`src/verilog/sier_pkg.sv`:
```
// package: register map, field positions and pin drive type for the interrupt routing stage
// Functional notes
// - an event flag reaches the pin logic only while its enable bit is set, otherwise it touches neither pin.
// - eight enable bits sit in one read/write byte, bit 7 sleep/wake down to bit 0 data-ready, 1 enables.
// - an enabled event goes to the second pin when its routing bit is 0 and to the first pin when it is 1.
// - eight routing bits sit in a second read/write byte with the same bit order as the enable byte.
// - each pin carries the OR of every enabled event steered to it.
// - magnetic threshold and magnetic vector-magnitude events are gated by their own external enable bits.
// - those two magnetic events are steered by their own routing bits and ORed onto the chosen pin.
// - after reset every enable and routing bit is zero, so all sources are off and default to the second pin.
// - both pins are active low when the polarity bit is 0 and active high when it is 1.
// - both pins are push-pull when the drive select bit is 0 and open-drain when it is 1.
// - the sleep/wake event stays asserted after a mode transition until the system mode register is read.
package sier_pkg;

   localparam int unsigned NUM_SRC = 8;

   // register addresses
   localparam logic [7:0] ADDR_SRC_ENABLES  = 8'h2d;
   localparam logic [7:0] ADDR_PIN_ROUTING  = 8'h2e;
   localparam logic [7:0] ADDR_SYSTEM_MODE  = 8'h0b;

   // reset values
   localparam logic [7:0] RST_SRC_ENABLES   = 8'h00;
   localparam logic [7:0] RST_PIN_ROUTING   = 8'h00;

   // bit positions shared by enable and routing bytes
   localparam int unsigned BIT_SLEEP_WAKE   = 7;
   localparam int unsigned BIT_FIFO         = 6;
   localparam int unsigned BIT_TRANSIENT    = 5;
   localparam int unsigned BIT_ORIENT       = 4;
   localparam int unsigned BIT_PULSE        = 3;
   localparam int unsigned BIT_FFMT         = 2;
   localparam int unsigned BIT_ACC_VECM     = 1;
   localparam int unsigned BIT_DATA_READY   = 0;

   // routing bit meaning
   localparam logic ROUTE_TO_FIRST          = 1'b1;
   localparam logic ROUTE_TO_SECOND         = 1'b0;

   // pin mode encodings
   localparam logic POL_ACTIVE_LOW          = 1'b0;
   localparam logic DRIVE_PUSH_PULL         = 1'b0;

   // pin indices
   localparam int unsigned PIN_FIRST        = 0;
   localparam int unsigned PIN_SECOND       = 1;
   localparam int unsigned NUM_PINS         = 2;

   // two-signal pin drive: level and output enable
   typedef struct packed {
      logic out;
      logic oe;
   } sier_pin_t;

   // external magnetic event with its own enable and routing
   typedef struct packed {
      logic flag;
      logic enable;
      logic route;
   } sier_mag_evt_t;

   localparam sier_pin_t PIN_RST            = '{out: 1'b1, oe: 1'b1};

endpackage : sier_pkg
```
`src/verilog/sier_irq_route.sv`:
```
// module: interrupt enable and routing stage with its two configuration registers
`timescale 1ns/1ps
module sier_irq_route
   import sier_pkg::*;
(
   input  wire logic                clk_sys_i,
   input  wire logic                srst_i,
   // register access port
   input  wire logic [7:0]          reg_addr_i,
   input  wire logic                reg_wr_i,
   input  wire logic [7:0]          reg_wdata_i,
   input  wire logic                reg_rd_i,
   output logic      [7:0]          reg_rdata_o,
   // event flags from the functional blocks, bit order of the enable byte
   input  wire logic [NUM_SRC-1:0]  event_flags_i,
   input  wire logic                sleep_wake_transition_i,
   // magnetic events with their own configuration
   input  wire sier_mag_evt_t       mag_threshold_i,
   input  wire sier_mag_evt_t       mag_vecm_i,
   // pin modes
   input  wire logic                irq_polarity_i,
   input  wire logic                irq_output_drive_select_i,
   // pins as two signals each, level and output enable
   output logic                     irq_pin_first_o,
   output logic                     irq_pin_first_oe_o,
   output logic                     irq_pin_second_o,
   output logic                     irq_pin_second_oe_o,
   // sticky sleep/wake event for the source register
   output logic                     sleep_wake_event_o
);

   // configuration registers and their next values
   logic [7:0]           src_en_q;
   logic [7:0]           src_en_d;
   logic [7:0]           route_q;
   logic [7:0]           route_d;
   logic [7:0]           rdata_q;
   logic [7:0]           rdata_d;
   logic                 slp_evt_q;
   logic                 slp_evt_d;
   logic [NUM_SRC-1:0]   flags;
   logic [NUM_SRC-1:0]   gated;
   // per-source and magnetic steering terms, one bit per source
   logic [NUM_SRC-1:0]   to_first;
   logic [NUM_SRC-1:0]   to_second;
   logic [1:0]           mag_gated;
   logic [1:0]           mag_first;
   logic [1:0]           mag_second;
   logic [NUM_PINS-1:0]  pin_assert;
   logic                 wr_src_en;
   logic                 wr_route;
   logic                 rd_mode;
   sier_pin_t            pin_drv [NUM_PINS];
   sier_pin_t            pin_q   [NUM_PINS];
   sier_pin_t            pin_d   [NUM_PINS];

   // one-hot address hit, used by write, read and clear paths
   function automatic logic addr_hit(input logic [7:0] addr, input logic [7:0] target);
      addr_hit = (addr == target);
   endfunction : addr_hit

   // one event onto one pin: true only when its routing bit names that pin;
   // shared by the accelerometer sources and the two magnetic ones
   function automatic logic steer(input logic evt, input logic route, input logic want);
      steer = evt && (route == want);
   endfunction : steer

   // read data for one address; the mode register is only a clear trigger here,
   // so it reads back zero like any unmapped address
   function automatic logic [7:0] read_mux(input logic [7:0] addr, input logic [7:0] en, input logic [7:0] rt);
      if (addr_hit(addr, ADDR_SRC_ENABLES))
         read_mux = en;
      else if (addr_hit(addr, ADDR_PIN_ROUTING))
         read_mux = rt;
      else
         read_mux = 8'h00;
   endfunction : read_mux

   // decoded strobes, shared by the register and sleep/wake paths;
   // writes to other addresses are dropped without any indication
   always_comb
   begin
      wr_src_en = reg_wr_i && addr_hit(reg_addr_i, ADDR_SRC_ENABLES);
      wr_route  = reg_wr_i && addr_hit(reg_addr_i, ADDR_PIN_ROUTING);
      rd_mode   = reg_rd_i && addr_hit(reg_addr_i, ADDR_SYSTEM_MODE);
   end

   // register next values; writes take effect on the next edge
   always_comb
   begin
      src_en_d = src_en_q;
      route_d  = route_q;
      rdata_d  = rdata_q;
      if (wr_src_en)
         src_en_d = reg_wdata_i;
      if (wr_route)
         route_d = reg_wdata_i;
      // a read in the same cycle as a write returns the old byte
      if (reg_rd_i)
         rdata_d = read_mux(reg_addr_i, src_en_q, route_q);
   end

   // reset leaves every source off and steered to the second pin
   always_ff @(posedge clk_sys_i)
   begin
      if (srst_i)
      begin
         src_en_q <= RST_SRC_ENABLES;
         route_q  <= RST_PIN_ROUTING;
         rdata_q  <= 8'h00;
      end
      else
      begin
         src_en_q <= src_en_d;
         route_q  <= route_d;
         rdata_q  <= rdata_d;
      end
   end

   // sleep/wake latch: a transition in the clearing cycle wins, so none is lost;
   // the price is that the host may find the event set again right after its read
   always_comb
   begin
      slp_evt_d = slp_evt_q;
      if (rd_mode)
         slp_evt_d = 1'b0;
      if (sleep_wake_transition_i)
         slp_evt_d = 1'b1;
   end

   // sticky event register
   always_ff @(posedge clk_sys_i)
   begin
      if (srst_i)
         slp_evt_q <= 1'b0;
      else
         slp_evt_q <= slp_evt_d;
   end

   // the latched sleep/wake event replaces the raw flag at its position,
   // so a short mode pulse cannot be missed by a slow host
   always_comb
   begin
      flags                 = event_flags_i;
      flags[BIT_SLEEP_WAKE] = slp_evt_q;
   end

   // gate each accelerometer source by its enable, then split it by its routing bit;
   // a disabled source yields zero on both steering terms
   always_comb
   begin
      gated     = flags & src_en_q;
      to_first  = '0;
      to_second = '0;
      for (int i = 0; i < NUM_SRC; i++)
      begin
         to_first[i]  = steer(gated[i], route_q[i], ROUTE_TO_FIRST);
         to_second[i] = steer(gated[i], route_q[i], ROUTE_TO_SECOND);
      end
   end

   // magnetic sources carry enable and routing bits held outside this block;
   // index 0 is the threshold event, index 1 the vector-magnitude event
   always_comb
   begin
      mag_gated[0]  = mag_threshold_i.flag & mag_threshold_i.enable;
      mag_gated[1]  = mag_vecm_i.flag & mag_vecm_i.enable;
      mag_first[0]  = steer(mag_gated[0], mag_threshold_i.route, ROUTE_TO_FIRST);
      mag_second[0] = steer(mag_gated[0], mag_threshold_i.route, ROUTE_TO_SECOND);
      mag_first[1]  = steer(mag_gated[1], mag_vecm_i.route, ROUTE_TO_FIRST);
      mag_second[1] = steer(mag_gated[1], mag_vecm_i.route, ROUTE_TO_SECOND);
   end

   // each pin is the OR of everything steered to it, so several sources share a pin
   // and only the source register tells them apart
   always_comb
   begin
      pin_assert[PIN_FIRST]  = (|to_first) | (|mag_first);
      pin_assert[PIN_SECOND] = (|to_second) | (|mag_second);
   end

   // pin drivers, registered so the pins are glitch-free; one clock of latency;
   // the reset value assumes the default active-low mode, so a host set up for
   // active high sees the pins asserted while reset is held
   generate
      for (genvar p = 0; p < NUM_PINS; p++)
      begin : g_pin
         sier_pin_drive u_drive (
            .assert_i    (pin_assert[p]),
            .polarity_i  (irq_polarity_i),
            .drive_sel_i (irq_output_drive_select_i),
            .pin_o       (pin_drv[p])
         );

         always_comb
         begin
            pin_d[p] = pin_drv[p];
         end

         always_ff @(posedge clk_sys_i)
         begin
            if (srst_i)
            begin
               pin_q[p] <= PIN_RST; // inactive, active-low push-pull default
            end
            else
            begin
               pin_q[p] <= pin_d[p];
            end
         end
      end
   endgenerate

   // outputs straight from flip-flops
   assign irq_pin_first_o     = pin_q[PIN_FIRST].out;
   assign irq_pin_first_oe_o  = pin_q[PIN_FIRST].oe;
   assign irq_pin_second_o    = pin_q[PIN_SECOND].out;
   assign irq_pin_second_oe_o = pin_q[PIN_SECOND].oe;
   assign sleep_wake_event_o  = slp_evt_q;
   assign reg_rdata_o         = rdata_q;

endmodule : sier_irq_route

```
`src/verilog/sier_pin_drive.sv`:
```
// module: one interrupt pin driver with polarity and push-pull/open-drain selection
`timescale 1ns/1ps
module sier_pin_drive
   import sier_pkg::*;
(
   input  wire logic      assert_i,
   input  wire logic      polarity_i,
   input  wire logic      drive_sel_i,
   output sier_pin_t      pin_o
);

   logic level;

   // electrical level follows polarity
   always_comb
   begin
      level = (polarity_i == POL_ACTIVE_LOW) ? ~assert_i : assert_i;
      if (drive_sel_i == DRIVE_PUSH_PULL)
      begin
         pin_o.out = level;
         pin_o.oe  = 1'b1;
      end
      else
      begin
         // open-drain only pulls low; the pullup makes the high level
         pin_o.out = 1'b0;
         pin_o.oe  = ~level;
      end
   end

endmodule : sier_pin_drive

```
`config.mk`:
```
export PLATFORM = sky130hd
export DESIGN_NAME = sier_irq_route
export DESIGN_NICKNAME = d
export VERILOG_FILES = /design/src/verilog/sier_pkg.sv /design/src/verilog/sier_irq_route.sv /design/src/verilog/sier_pin_drive.sv
export SDC_FILE = /design/constraint.sdc
export NUM_CORES = 1
export LEC_CHECK = 0
export BUFFER_PORTS_ARGS = -buffer_cell sky130_fd_sc_hd__buf_2
export CELL_PAD_IN_SITES_DETAIL_PLACEMENT = 0
export CELL_PAD_IN_SITES_GLOBAL_PLACEMENT = 1
export CORE_ASPECT_RATIO = 0.6
export CORE_MARGIN = 2
export CORE_UTILIZATION = 36
export CTS_BUF_LIST = sky130_fd_sc_hd__clkbuf_4 sky130_fd_sc_hd__clkbuf_8
export DETAILED_ROUTE_END_ITERATION = 10
export GPL_TIMING_DRIVEN = 0
export HOLD_SLACK_MARGIN = 0.05
export PLACE_DENSITY = 0.76
export SLEW_MARGIN = 40
export SYNTH_ARGS = -nofsm -noshare
export SYNTH_HDL_FRONTEND = slang
export SYNTH_SLANG_ARGS = --single-unit
```
`constraint.sdc`:
```
create_clock -name clk_sys_i -period 2.35 [get_ports clk_sys_i]
set_clock_uncertainty 0.05 [all_clocks]
set_input_delay 0 -clock clk_sys_i [delete_from_list [all_inputs] [get_ports clk_sys_i]]
set_output_delay 0 -clock clk_sys_i [all_outputs]
set_load 0.01 [all_outputs]
```
==> summary.txt <==
Global routing
  • Vias in the first global route: about 1200
  • First-pass GRT wire length: 5.84 mm
  • Gr usage total: 17.7%
  • Antenna violations before repair: 0
  • Gr ovfl total: 0
  • Largest net degree at the start of global routing: 11

Logic synthesis
  • Asr flop ratio synth: 0%
  • Post-synth top cells: dfxtp_1 (29), nand3_1 (20), mux2i_1 (18)
  • Syn Nets: 190
  • Main flop type after synthesis: dfxtp_1
  • Yosys top cell area share: roughly two fifths
  • Synth area leaders: dfxtp_1 (41%), mux2i_1 (13%), nand3_1 (7.0%)
  • Post-synthesis sequential area ratio: 40.8%
  • Count leader, synth: dfxtp_1
  • Synth Warn #: 0
  • Post-synth EDFFs: 0
  • Avg Cell Area, Syn: approximately 9.3 um^2
  • Post-Synthesis Cells: between 150 and 200
  • Post-Syn Area: approximately 1400 um^2
  • Yosys cell types: 28
  • #FFs+latches synth: 29
  • Synth area leader: dfxtp_1

Setup path
  • Worst EP required: between 2 and 2.5 ns
  • Data arrival, critical path: between 1.5 and 2 ns
  • Crit path kind: flop to flop
  • Largest fanout on the critical path: 4
  • Worst setup SP type: flop
  • Element type at the critical path end: flop

Layout
  • Ant diodes: 0
  • Layout area overhead: 34.4%
  • Layout cells sized above 1: 28.0%
  • Final net count: about 260

Clocking
  • Clk slew on worst S/H paths: 0.06 ns
  • Post-CTS Setup Bufs: 0
  • TritonCTS clock tree: done
  • Clk Latency, worst-skew pair: around 0.28 ns
  • Clk root buf: clkbuf_8
  • Total CTS buffers: 5
  • # clock sinks: 29
  • CTS H-tree depth: 2
  • Clock Path Buffers: 2

Timing
  • Highest Clock Rate: 690 MHz
  • Min Hold Slack: roughly 0.045 ns
  • Final Max Tran Viols: 0
  • Tcrit/Tclk final: 61.7%
  • Slew margin rel.: around 65%
  • RSZ-0062 raised after global routing: no
  • Period minus WS final: 1.45 ns
  • Post-layout worst setup margin: roughly 0.9 ns
  • Total Neg Setup Slack: 0 ns
  • Final Setup Violations: 0
  • Measured slew at the worst slew-check pin: 0.531 ns
  • Final Hold Viols: 0

Drt
  • TritonRoute pass-1 iters: 4
  • Uppermost layer routed: met4
  • Metal2 WL: between 1.5 and 2 mm
  • Routed Antenna Nets: 0
  • Met3 WL: 216 um
  • Wirelength per Cell: around 14 um
  • Detailed-route DRC error count: 0
  • Drt total wl: 3.83 mm
  • DR vias/cell: about 5.3
  • Met1 wire length: 1.77 mm
  • DR vias: approximately 1400
  • Initial DRC count: just over 90

Floorplan
  • Ports: 50
  • Starting Density: 38.3%
  • Rows: 17
  • Die ar.: 4490 um^2
  • Die extent in y: around 53 um
  • Die width: 85.2 um
  • Core ar.: 3720 um^2

Min path
  • Hold Path Class: input pin to flop

Flow run
  • Max capacitance violation total: 0

Power
  • VDD IR-drop max: 0.000237 V
  • Pleak: between 0.8 and 0.9 nW
  • Overall Power: 1.03 mW
  • P per Cell Area: 540 nW/um^2

Placed design
  • Port Buffer Count: 48
  • GP Congestion: 0.815
  • Dpl hpwl: 3.02 mm
  • Pre-CTS setup slack: ~0.91 ns

Outcome
  • Status: complete, no violations
==> worst paths after layout <==
kind / startpoint / to / slack, ns / cells after the start
max: route_q[0] / pin_q[1][1] / 0.90 / 4
max reg2reg: route_q[0] / pin_q[1][1] / 0.90 / 4
min reg2reg: reg_rdata_o[5] / reg_rdata_o[5] / 0.42 / 2
min: reg_addr_i[2] / sleep_wake_event_o / 0.05 / 5
==> state kept, by name, indices dropped and copies added (netlist names) <==
register	count
reg_rdata_o	8
pin_q	4
sleep_wake_event_o	1
src_en_q	8
route_q	8
==> what timing repair did <==
item	4_1_cts	5_1_grt
resized for setup	0	0
hold endpoints to repair	19	0
hold buffers	10	0
==> power breakdown <==
group          leakage [nW]  switching [mW]  internal (mW)  total, mW
registers             0.235         0.00245          0.498      0.500
logic                 0.614          0.0571         0.0575      0.115
clock network        0.0477           0.175          0.243      0.418
total                 0.897           0.235          0.799       1.03
==> area by class of cell <==
cell class                      instances  area (um^2)
Clock buffer                            7         90.1
Timing Repair Buffer                   58          340
Tap cell                               47         58.8
Buffer                                  7         51.3
Sequential cell                        29          581
Multi-Input combinational cell        117          792
Fill cell                             345         1810
==> logic make-up (layout without fill, tap and decap cells) <==
group           Yosys count  in the layout  share of synthesized area [%]
compound gates           25             25                           11.8
buf+inv                   7             72                           3.60
flops                    29             29                           40.8
mux                      18             18                           12.7
simple gates             74             74                           31.2
==> metrics by stage <==
step                      std cells  utilization [%]  cell area, um^2
after detailed placement        248             46.3             1720
after global placement          248             46.3             1720
after CTS                       265             51.4             1910
after global routing            265             51.4             1910
final                           265             51.4             1910
after floorplan                 153                -             1420
==> cells in the final DEF (no fill, tap or decap) <==
cell / n
nor4bb_1: 1
buf_12: 1
o21ai_0: 2
clkbuf_1: 4
nand3b_1: 6
nand4_1: 2
clkbuf_8: 6
buf_2: 49
o2111ai_1: 2
and2_1: 2
o311ai_1: 1
or4_1: 1
nor2b_1: 3
nor4b_4: 1
a22o_1: 8
dlygate4sd3_1: 10
or2_0: 2
nand2b_1: 8
buf_6: 1
nand3_1: 20
nand2_1: 5
o22ai_1: 1
nand4_4: 2
a21oi_1: 11
clkbuf_4: 1
and3b_1: 1
dfxtp_1: 29
nor3b_1: 1
mux2i_1: 18
nor3_1: 2
nor2_1: 17
==> worst max-delay path, stage by stage (launching register included) <==
cell and delay (ns):
dfxtp_1 0.40, nand3b_1 0.13, o2111ai_1 0.17, or2_0 0.24, o311ai_1 0.34
==> layer usage <==
metal | vias up | GRT usage (%)
met5 | - | 0
met4 | 0 | 6.08
met3 | 5 | 5.20
met2 | 42 | 28.3
met1 | 671 | 23.0
li1 | 686 | -
(Power assumes the default switching activity.)
